[src/aesb_consts.vh]
// Constants for the almost-empty flag status bus block.
`ifndef AESB_CONSTS_VH
`define AESB_CONSTS_VH
// Register byte offsets.
`define AESB_ADDR_CTRL 4'h0
`define AESB_ADDR_STATUS 4'h4
`define AESB_ADDR_MASK 4'h8
`define AESB_ADDR_STATE 4'hc
// Control register fields and reset value.
`define AESB_CTRL_BUS_EN 0
`define AESB_CTRL_RESET 1'h1
// Event bits in the status and mask registers.
`define AESB_EV_TOKEN 0
`define AESB_EV_SECTOR 1
`define AESB_EV_CLASH 2
`define AESB_EV_W 3
`define AESB_MASK_RESET 3'h0
// Read address field positions.
`define AESB_ADDR_SECTOR_BIT 0
`define AESB_ADDR_ID_HI 7
`define AESB_ADDR_ID_LO 5
// Polled hold window, sector-0 cycle included.
`define AESB_HOLD_LAST 2'h3
// Flag mode encodings.
`define AESB_MODE_DIRECT 1'b0
`define AESB_MODE_POLLED 1'b1
// Queues served by one sector.
`define AESB_SECTOR_QUEUES 5'h08
`endif

[src/aesb_sector_mux.v]
// Registered selection of one eight-queue sector of almost-empty flags.
`timescale 1ns/1ns
`include "aesb_consts.vh"
module aesb_sector_mux #(
    parameter NQ = 16
) (
    // Clock and reset.
    input wire i_clk,
    input wire i_rst_n,
    // Flags and selection.
    input wire [NQ-1:0] i_flags,
    input wire i_load,
    input wire i_sector,
    // Sector on the bus.
    output reg [7:0] o_bus
);
    // Low and high halves of the queue flags.
    wire [7:0] low_half;
    wire [7:0] high_half;

    assign low_half = i_flags[7:0];
    assign high_half = i_flags[NQ-1:8];

    // Load the chosen sector; bits of unset queues simply follow their flag.
    always @(posedge i_clk or negedge i_rst_n) begin
        if (!i_rst_n) begin
            o_bus <= 8'h00;
        end else if (i_load) begin
            o_bus <= i_sector ? high_half : low_half;
        end
    end
endmodule

[src/aesb_status_bus.v]
// Almost-empty flag status bus with direct and polled sharing.
//
// Chosen here: the address-and-strobe port and the register addresses.
`timescale 1ns/1ns
`include "aesb_consts.vh"
module aesb_status_bus #(
    parameter NQ = 16
) (
    // Clock and asynchronous active-low master reset.
    input wire i_clk,
    input wire i_resetn,
    // Static straps and identity pins.
    input wire i_flag_mode_select,
    input wire i_master_select,
    input wire [2:0] i_device_identity,
    // Direct-mode selection pins.
    input wire [7:0] i_read_address_bus,
    input wire i_empty_status_strobe,
    // Token ring pin.
    input wire i_empty_token_in,
    // Queue state from the read port logic.
    input wire [NQ-1:0] i_queue_almost_empty,
    input wire [4:0] i_queue_count,
    input wire [3:0] i_read_queue,
    input wire i_read_queue_select,
    input wire i_output_valid,
    // Register port.
    input wire [3:0] i_reg_addr,
    input wire [31:0] i_reg_wdata,
    input wire i_reg_write,
    input wire i_reg_read,
    output reg [31:0] o_reg_rdata,
    // Discrete read port flags.
    output reg o_output_valid_flag,
    output reg o_almost_empty_flag,
    // Shared status bus and its low-active enable.
    output wire [7:0] o_almost_empty_status_bus,
    output reg o_status_bus_oe_n,
    // Polled-mode ring outputs.
    output reg o_empty_sector_sync,
    output reg o_empty_token_out,
    // Interrupt.
    output wire o_irq
);
    // Polled state machine codes.
    localparam ST_WAIT = 2'h0;
    localparam ST_HOLD = 2'h1;
    localparam ST_IDLE = 2'h2;

    // Reset release and pin synchronisers.
    reg [1:0] rst_sync_r;
    wire rst_n;
    reg [13:0] pin_meta_r;
    reg [13:0] pin_sync_r;
    wire mode_pin;
    wire master_pin;
    wire [2:0] id_pin;
    wire [7:0] addr_pin;
    wire strobe_pin;
    wire token_pin;

    // Straps and block state.
    reg started_r;
    reg mode_r;
    reg master_r;
    reg [2:0] id_r;
    reg [1:0] state_r;
    reg [1:0] state_nxt;
    reg [1:0] hold_cnt_r;
    reg [1:0] hold_cnt_nxt;
    reg sector_r;
    reg sector_nxt;
    reg load_nxt;
    reg selected_r;
    reg drive_r;
    reg drive_nxt;
    reg sync_nxt;
    reg token_out_nxt;
    reg token_prev_r;
    reg [1:0] sel_dly_r;
    wire token_edge;
    wire addr_match;
    wire few_queues;
    wire strobe_ok;

    // Software registers.
    reg ctrl_bus_en_r;
    reg [`AESB_EV_W-1:0] status_r;
    reg [`AESB_EV_W-1:0] mask_r;
    reg [`AESB_EV_W-1:0] events;
    reg [`AESB_EV_W-1:0] rd_clear;
    reg [31:0] rdata_nxt;

    // Two flops release the reset so all logic leaves reset on one edge.
    always @(posedge i_clk or negedge i_resetn) begin
        if (!i_resetn) begin
            rst_sync_r <= 2'b00;
        end else begin
            rst_sync_r <= {rst_sync_r[0], 1'b1};
        end
    end
    assign rst_n = rst_sync_r[1];

    // Every strap, address and strobe pin passes two flops before any logic looks at it.
    // They have no reset, so straps held during reset are settled when caught.
    always @(posedge i_clk) begin
        pin_meta_r <= {i_flag_mode_select, i_master_select, i_device_identity,
                       i_read_address_bus, i_empty_status_strobe};
        pin_sync_r <= pin_meta_r;
    end
    assign mode_pin = pin_sync_r[13];
    assign master_pin = pin_sync_r[12];
    assign id_pin = pin_sync_r[11:9];
    assign addr_pin = pin_sync_r[8:1];
    assign strobe_pin = pin_sync_r[0];

    // The token pin has its own pair so its edge is seen cleanly.
    reg token_meta_r;
    reg token_sync_r;
    always @(posedge i_clk or negedge rst_n) begin
        if (!rst_n) begin
            token_meta_r <= 1'b0;
            token_sync_r <= 1'b0;
            token_prev_r <= 1'b0;
            sel_dly_r <= 2'b00;
        end else begin
            token_meta_r <= i_empty_token_in;
            token_sync_r <= token_meta_r;
            token_prev_r <= token_sync_r;
            sel_dly_r <= {sel_dly_r[0], i_read_queue_select};
        end
    end
    assign token_pin = token_sync_r;
    assign token_edge = token_pin & ~token_prev_r;

    // Straps are caught once, in the first cycle after the reset release.
    always @(posedge i_clk or negedge rst_n) begin
        if (!rst_n) begin
            started_r <= 1'b0;
            mode_r <= `AESB_MODE_DIRECT;
            master_r <= 1'b0;
            id_r <= 3'h0;
        end else if (!started_r) begin
            started_r <= 1'b1;
            mode_r <= mode_pin;
            master_r <= master_pin;
            id_r <= id_pin;
        end
    end

    assign addr_match = (addr_pin[`AESB_ADDR_ID_HI:`AESB_ADDR_ID_LO] == id_r);
    assign few_queues = (i_queue_count <= `AESB_SECTOR_QUEUES);
    assign strobe_ok = started_r & (mode_r == `AESB_MODE_DIRECT) & strobe_pin;

    // Next sector, bus ownership, sync and token for both sharing modes.
    always @* begin
        state_nxt = state_r;
        hold_cnt_nxt = hold_cnt_r;
        sector_nxt = sector_r;
        load_nxt = 1'b1;
        drive_nxt = drive_r;
        sync_nxt = 1'b0;
        token_out_nxt = 1'b0;
        if (!started_r) begin
            load_nxt = 1'b0;
            drive_nxt = 1'b0;
        end else if (mode_r == `AESB_MODE_DIRECT) begin
            if (strobe_ok) begin
                sector_nxt = addr_pin[`AESB_ADDR_SECTOR_BIT];
            end
            if (few_queues) begin
                sector_nxt = 1'b0;
            end
            drive_nxt = strobe_ok ? addr_match : selected_r;
        end else begin
            case (state_r)
                ST_IDLE: begin
                    if (master_r) begin
                        state_nxt = ST_HOLD;
                        hold_cnt_nxt = 2'h0;
                        sector_nxt = 1'b0;
                        drive_nxt = 1'b1;
                        sync_nxt = 1'b1;
                    end else begin
                        state_nxt = ST_WAIT;
                        drive_nxt = 1'b0;
                    end
                end
                ST_WAIT: begin
                    if (token_edge) begin
                        state_nxt = ST_HOLD;
                        hold_cnt_nxt = 2'h0;
                        sector_nxt = 1'b0;
                        drive_nxt = 1'b1;
                        sync_nxt = 1'b1;
                    end else begin
                        drive_nxt = 1'b0;
                    end
                end
                ST_HOLD: begin
                    if (hold_cnt_r == `AESB_HOLD_LAST) begin
                        state_nxt = ST_WAIT;
                        drive_nxt = 1'b0;
                    end else begin
                        hold_cnt_nxt = hold_cnt_r + 2'h1;
                        sector_nxt = ~sector_r;
                        drive_nxt = 1'b1;
                        if (hold_cnt_r == `AESB_HOLD_LAST - 2'h1) begin
                            token_out_nxt = 1'b1;
                        end
                    end
                end
                default: begin
                    state_nxt = ST_IDLE;
                    drive_nxt = 1'b0;
                end
            endcase
        end
    end

    // Bus control registers; sector load and ownership change on one edge.
    always @(posedge i_clk or negedge rst_n) begin
        if (!rst_n) begin
            state_r <= ST_IDLE;
            hold_cnt_r <= 2'h0;
            sector_r <= 1'b0;
            selected_r <= 1'b0;
            drive_r <= 1'b0;
            o_empty_sector_sync <= 1'b0;
            o_empty_token_out <= 1'b0;
        end else begin
            state_r <= state_nxt;
            hold_cnt_r <= hold_cnt_nxt;
            sector_r <= sector_nxt;
            drive_r <= drive_nxt;
            o_empty_sector_sync <= sync_nxt;
            o_empty_token_out <= token_out_nxt;
            if (!started_r) begin
                selected_r <= master_pin;
            end else if (strobe_ok) begin
                selected_r <= addr_match;
            end
        end
    end

    aesb_sector_mux #(
        .NQ(NQ)
    ) u_mux (
        .i_clk(i_clk),
        .i_rst_n(rst_n),
        .i_flags(i_queue_almost_empty),
        .i_load(load_nxt),
        .i_sector(sector_nxt),
        .o_bus(o_almost_empty_status_bus)
    );

    always @(posedge i_clk or negedge rst_n) begin
        if (!rst_n) begin
            o_status_bus_oe_n <= 1'b1;
        end else begin
            o_status_bus_oe_n <= ~(drive_nxt & ctrl_bus_en_r);
        end
    end

    always @(posedge i_clk or negedge rst_n) begin
        if (!rst_n) begin
            o_output_valid_flag <= 1'b0;
            o_almost_empty_flag <= 1'b0;
        end else begin
            o_output_valid_flag <= i_output_valid;
            o_almost_empty_flag <= i_queue_almost_empty[i_read_queue];
        end
    end

    // Events that set sticky status bits.
    always @* begin
        events = {`AESB_EV_W{1'b0}};
        events[`AESB_EV_TOKEN] = token_out_nxt;
        events[`AESB_EV_SECTOR] = strobe_ok & addr_match;
        // flag a controller clash
        // The selection is delayed to line up with the synchronised strobe.
        events[`AESB_EV_CLASH] = strobe_ok & sel_dly_r[1];
    end

    // A status read clears what it returned; a new event still wins.
    always @* begin
        rd_clear = {`AESB_EV_W{1'b0}};
        if (i_reg_read && i_reg_addr == `AESB_ADDR_STATUS) begin
            rd_clear = status_r;
        end
    end

    // Software-visible registers.
    always @(posedge i_clk or negedge rst_n) begin
        if (!rst_n) begin
            ctrl_bus_en_r <= `AESB_CTRL_RESET;
            mask_r <= `AESB_MASK_RESET;
            status_r <= {`AESB_EV_W{1'b0}};
        end else begin
            status_r <= (status_r & ~rd_clear) | events;
            if (i_reg_write && i_reg_addr == `AESB_ADDR_CTRL) begin
                ctrl_bus_en_r <= i_reg_wdata[`AESB_CTRL_BUS_EN];
            end
            if (i_reg_write && i_reg_addr == `AESB_ADDR_MASK) begin
                mask_r <= i_reg_wdata[`AESB_EV_W-1:0];
            end
        end
    end

    assign o_irq = |(status_r & mask_r);

    // Read mux; unmapped offsets read zero.
    always @* begin
        rdata_nxt = 32'h00000000;
        case (i_reg_addr)
            `AESB_ADDR_CTRL: rdata_nxt[0] = ctrl_bus_en_r;
            `AESB_ADDR_STATUS: rdata_nxt[`AESB_EV_W-1:0] = status_r;
            `AESB_ADDR_MASK: rdata_nxt[`AESB_EV_W-1:0] = mask_r;
            `AESB_ADDR_STATE: rdata_nxt[9:0] = {id_r, state_r, drive_r, sector_r,
                                                 selected_r, master_r, mode_r};
            default: rdata_nxt = 32'h00000000;
        endcase
    end

    // Read data stand in the cycle after the strobe only.
    always @(posedge i_clk or negedge rst_n) begin
        if (!rst_n) begin
            o_reg_rdata <= 32'h00000000;
        end else if (i_reg_read) begin
            o_reg_rdata <= rdata_nxt;
        end else begin
            o_reg_rdata <= 32'h00000000;
        end
    end
endmodule

[config.mk]
export PLATFORM = sky130hd
export DESIGN_NAME = aesb_status_bus
export DESIGN_NICKNAME = d
export VERILOG_FILES = /design/src/aesb_sector_mux.v /design/src/aesb_status_bus.v
export VERILOG_INCLUDE_DIRS = /design/src /design/src/src
export SDC_FILE = /design/constraint.sdc
export NUM_CORES = 1
export LEC_CHECK = 0
export ABC_AREA = 1
export BUFFER_PORTS_ARGS = -buffer_cell sky130_fd_sc_hd__buf_4
export CAP_MARGIN = 20
export CORE_UTILIZATION = 26
export DETAILED_ROUTE_END_ITERATION = 10
export GPL_TIMING_DRIVEN = 0
export PLACE_DENSITY = 0.46
export RECOVER_POWER = 25
export SETUP_SLACK_MARGIN = 0.1
export SYNTH_ARGS = -nofsm -noshare
export SYNTH_HDL_FRONTEND = slang
export SYNTH_SLANG_ARGS = --single-unit
export TNS_END_PERCENT = 20
[constraint.sdc]
create_clock -name i_clk -period 5 [get_ports i_clk]
set_clock_uncertainty 0.2 [all_clocks]
set_input_delay 1 -clock i_clk [delete_from_list [all_inputs] [get_ports i_clk]]
set_output_delay 1 -clock i_clk [all_outputs]
set_load 0.01 [all_outputs]
## After elaboration in Yosys (flattened, before gate mapping)

Cells that the tools add are included.

| storage, ports and cells | value |
|---|---|
| logic and storage cells | 105 |
| output and inout port bits | 46 |
| register bits after elaboration | 100 |
| input port bits | 82 |

| cells by class | value |
|---|---|
| add/sub/neg operators | 1 |
| magnitude comparators | 2 |
| reduce and logical (&&, ||, !) cells | 9 |
| equal/unequal tests | 12 |
| bitwise operators | 14 |
| multiplexer cells | 41 |

Operator list:

| operator | count |
|---|---|
| 1-bit 2-to-1 mux | 24 |
| 2-bit one-hot mux with 3 select lines | 3 |
| 10-bit 2-to-1 mux | 1 |
| 2-bit 2-to-1 mux | 5 |
| 4-bit == test, second input constant | 2 |
| 8-bit 2-to-1 mux | 1 |
| 2-bit inequality test, second input constant | 4 |
| 7-bit 2-to-1 mux | 1 |
| 1-bit AND | 6 |
| 3-bit AND | 2 |
| 2-bit == test, second input constant | 3 |
| 1-bit one-hot mux with 3 select lines | 2 |
| 6-bit AND reduction | 1 |
| 5-bit by 4-bit <= comparator with 1-bit output, second input constant | 1 |
| 4-bit by 5-bit less-than comparator with 1-bit output, second input constant | 1 |
| 1-bit binary-select mux with 4-bit select | 1 |
| 4-bit by 3-bit == test with 1-bit output, second input constant | 1 |
| 4-bit logical NOT | 1 |
| 1-bit inverter | 4 |
| 1-bit one-hot mux with 4 select lines | 1 |
| 4-bit AND reduction | 1 |
| 3-bit == test | 1 |
| 1-bit logical AND | 3 |
| 3-bit 2-to-1 mux | 1 |
| 8 further kinds | 8 |

## Depth between registers and ports, before layout

| depth | value |
|---|---|
| word-level depth | 8 |
| gate-level depth with buffers | 10 |
| mapped depth without buffers | 10 |

## By module

A second synthesis with hierarchy kept.

| second synthesis, totals | value |
|---|---|
| cells, all modules | 340 |
| area, all modules | 2921.6 um2 |

By module, submodules not included:

| module | sequential area each (um2) | times used | area each (um2) | cells an instance |
|---|---|---|---|---|
| aesb_status_bus | 1455.1 | 1 | 2462.4 | 272 |
| aesb_sector_mux | 200.2 | 1 | 459.2 | 68 |

## Least setup slack after synthesis

Ideal clock, no wire load.

| timing | value |
|---|---|
| path kind | input -> register |
| from | input port i_reg_addr[1] |
| to | register mask_r[1] |
| stages | 5 |
| setup slack | 2.928 ns |
| required time | 4.672 ns |
| setup time | 0.128 ns |
| buffers on the path | 0 |
| data arrival time | 1.744 ns |
| path through | nor2_2 -> nand3_1 -> inv_2 -> nand2_1 -> mux2_1 |

| on the way | value |
|---|---|
| longest elaborated chain between the ends | 2 |

RTL lines:

| what | line | RTL |
|---|---|---|
| start, declared | aesb_status_bus.v:28 | `input wire [3:0] i_reg_addr,` |
| 4-bit == test | -- |  |
| 1-bit logical AND (no source line) | -- |  |
| end signal, assigned | aesb_status_bus.v:297 | `` mask_r <= `AESB_MASK_RESET; `` |
| end signal, assigned | aesb_status_bus.v:305 | `` mask_r <= i_reg_wdata[`AESB_EV_W-1:0]; `` |
| end, declared | aesb_status_bus.v:89 | `` reg [`AESB_EV_W-1:0] mask_r; `` |

Every way passes these cells.
A chain may end at the register's enable or synchronous reset.

## Final worst setup path

| timing | value |
|---|---|
| from | register mask_r[0] |
| to | output port o_irq |

| on the way | value |
|---|---|
| longest elaborated chain between the ends | 2 |

RTL lines:

| what | line | RTL |
|---|---|---|
| 3-bit AND | aesb_status_bus.v:310 | `assign o_irq = \|(status_r & mask_r);` |
| 3-bit OR reduction | aesb_status_bus.v:310 |  |
| end, declared | aesb_status_bus.v:43 | `output wire o_irq` |

Every way passes these cells.

==> results.yml <==
global_route:
  grt_pass1_wl_mm: 10.1
  grt.overflow.total: 0
  grtUsageTotal: 0.117
  grt_max_degree: 36
  antenna_found_initial: 0
  grt_pass1_vias: 2199
placed_design:
  placed_cells: 548
  place_ws_ps: 2620
  gp_congestion: 0.743
  hpwlAfterDp_mm: 4.66
  io_buffers: 72
synth:
  synth_compound_area_frac: 0.0727
  muxShareOfSynthArea: 0.00779
  yosysTopAreaCell: "dfrtp_1"
  synth_fa_ha_area_frac: 0.00865
  synth-xor-area-share: 0.00909
  synth_edf_count: 0
  ys_ff_latch: 70
  ys_seq_area_frac: 0.572
  syn_area_per_cell_um2: 9.24
  yosys.area_share.simple: 0.197
  synth_top_family_by_area: "simple AND/OR/NAND/NOR gates"
  ys_warn_count: 0
  synth_commonest_cells: "nand2_1 (65), dfrtp_1 (47), inv_1 (43), buf_4 (23), dfxtp_1 (20)"
  synth_area_leaders: "dfrtp_1 (41%), dfxtp_1 (14%), nand2_1 (8.4%), buf_4 (6.0%), inv_1 (5.6%)"
  synthesis.area_um2: 2890
  synth_top_area_share: 0.407
  synthArstFlopShare: 0.714
  ys.flop_type: "dfrtp_1"
  yosysMostFrequentCell: "nand2_1"
  syn_inst: 313
  ys_types: 30
status:
  status: "complete, but fails checks"
  violations: "capacitance limit, slew limit"
timing:
  finalSetupViolCount: 0
  tightest_slew_ps: 1860
  timing.final.crit_share: 0.454
  slew_viol_final: 36
  setup_tns_ps: 0
  fin_ws_ps: 2730
  max_slew_margin: -0.239
  fmax_ghz: 0.441
  fin_hold_ws_ps: 131
  final_period_minus_worst_setup_slack_ps: 2270
  rsz0062_at_grt: "no"
  hold_viol: 0
clocking:
  cts.sinks: 70
  cts_root_buffer: "clkbuf_8"
  clockBufferDepth: 2
  ctsResizeCount: 0
  cts.clk_slew.worst_paths_ps: 80
  htreeDepth: 3
  cts_tree: "built"
  cts_setup_buffers: 0
  worstSkewPairLatency_ps: 340
  postCtsHoldBufs: 2
  cts_buffers: 9
worst_hold_path:
  min_path_type: "reg -> reg"
  min_path_cells: 0
die:
  die_area_um2: 11500
  die_x_um: 107
  start_util: 0.267
  io_pins: 128
  fp.dieH_um: 107
  core_um2: 10800
  num_rows: 38
setup_path:
  crit_path_top_delay_cell: "dfrtp_1"
  path_buf_inv: 1
  endpoint_kind: "output pin"
  start_kind: "register"
  crit_path_cell_trace: "nand2_1 > nand3_1 > buf_4"
  r2r_slack_ps: 2830
  cp_top_family: "flip-flops"
  ff2ff_path_depth: 1
  max_stage_delay_ps: 400
  critical_path_required_ps: 3800
  crit_type: "reg -> out"
  worstPathArrival_ps: 1070
  critical_path_depth: 3
  critPathMaxFanout: 3
drt:
  via_per_inst: 4.03
  wire_per_inst_um: 11.1
  drt_iter0_drc: 98
  ant_nets: 0
  via_count: 2282
  wl_mm: 6.26
  post-route-drc-count: 0
  firstDrtPassIters: 4
cells_and_area:
  area_growth_pct: 34.4
  seq_area_um2: 1660
  layout-drive-gt1-share: 0.305
  fillers: 1133
  diodes: 0
  instances_no_fill: 566
  fin_nets: 505
  multi_input_area_um2: 945
power:
  power.leakage_uw: 0.00204
  ir_drop_uv: 157
  power_density_nw_per_um2: 345
job:
  cap_violations: 1
==> power breakdown <==
group,switching (uW),internal [uW]
Sequential,36.1,627
Clock,225,183
Combinational,147,122
Total,409,932
==> final cells by class <==
class,count,share of cell area
flip-flops and latches,70,0.426
multi-input cells,191,0.243
repair buffers,75,0.144
plain buffers,26,0.0499
inverters,48,0.0464
well taps,140,0.0451
clock buffers,10,0.0329
clock inverters,6,0.0119
==> layout by cell type (no fill, tap or decap), drive strengths merged <==
cell type	n
dfstp	3
nor2	20
nand3b	1
conb	24
dfxtp	20
inv	50
buf	97
clkinvlp	2
clkinv	2
dlygate4sd3	2
o21ai	22
ha	2
dfrtp	47
xnor2	3
nand4	12
o211ai	4
o22ai	1
a211oi	1
a21oi	7
clkbuf	12
nand3	22
nand2	68
o221ai	2
mux2	2
==> flip-flops by register name, indices dropped and copies added (netlist names), 2 cells and up <==
register	cells
o_reg_rdata	10
status_r	3
u_mux.o_bus	8
hold_cnt_r	2
pin_sync_r	10
sel_dly_r	2
rst_sync_r	2
mask_r	3
id_r	3
pin_meta_r	10
state_r	2
==> logic make-up after synthesis <==
logic type	after synthesis
muxes	2
buffers and inverters	74
xor gates and xnor gates	3
AOI/OAI and AO/OA	37
DFF	70
other	2
and+or+nand+nor	123
adders and majority gates	2
==> worst paths after layout <==
| path | endpoint | start |
|---|---|---|
| min reg2reg | pin_sync_r[10] | pin_meta_r[10] |
| min | pin_sync_r[10] | pin_meta_r[10] |
| max reg2reg | token_pin | rst_sync_r[1] |
| max | o_irq | mask_r[0] |
| max in group asynchronous | token_pin | rst_sync_r[1] |
| min in group asynchronous | rst_sync_r[0] | i_resetn |
==> through the flow <==
stage | instance area (um2) | utilization | total power, uW
3_3_place_gp | 3690 | 0.340 | 942
2_1_floorplan | 2970 | - | 838
5_1_grt | 3880 | 0.358 | 1430
3_5_place_dp | 3710 | 0.342 | 949
6_report | 3880 | 0.358 | 1340
4_1_cts | 3910 | 0.360 | 1370
==> per-layer routing <==
layer  track usage  wire length, um  vias up
met3        0.0363              329        6
li1              -                -     1170
met4        0.0499               64        0
met1         0.136             2740     1045
met2         0.196             3130       61
met5             0                0        -
Power figures use the tool's default switching activity.
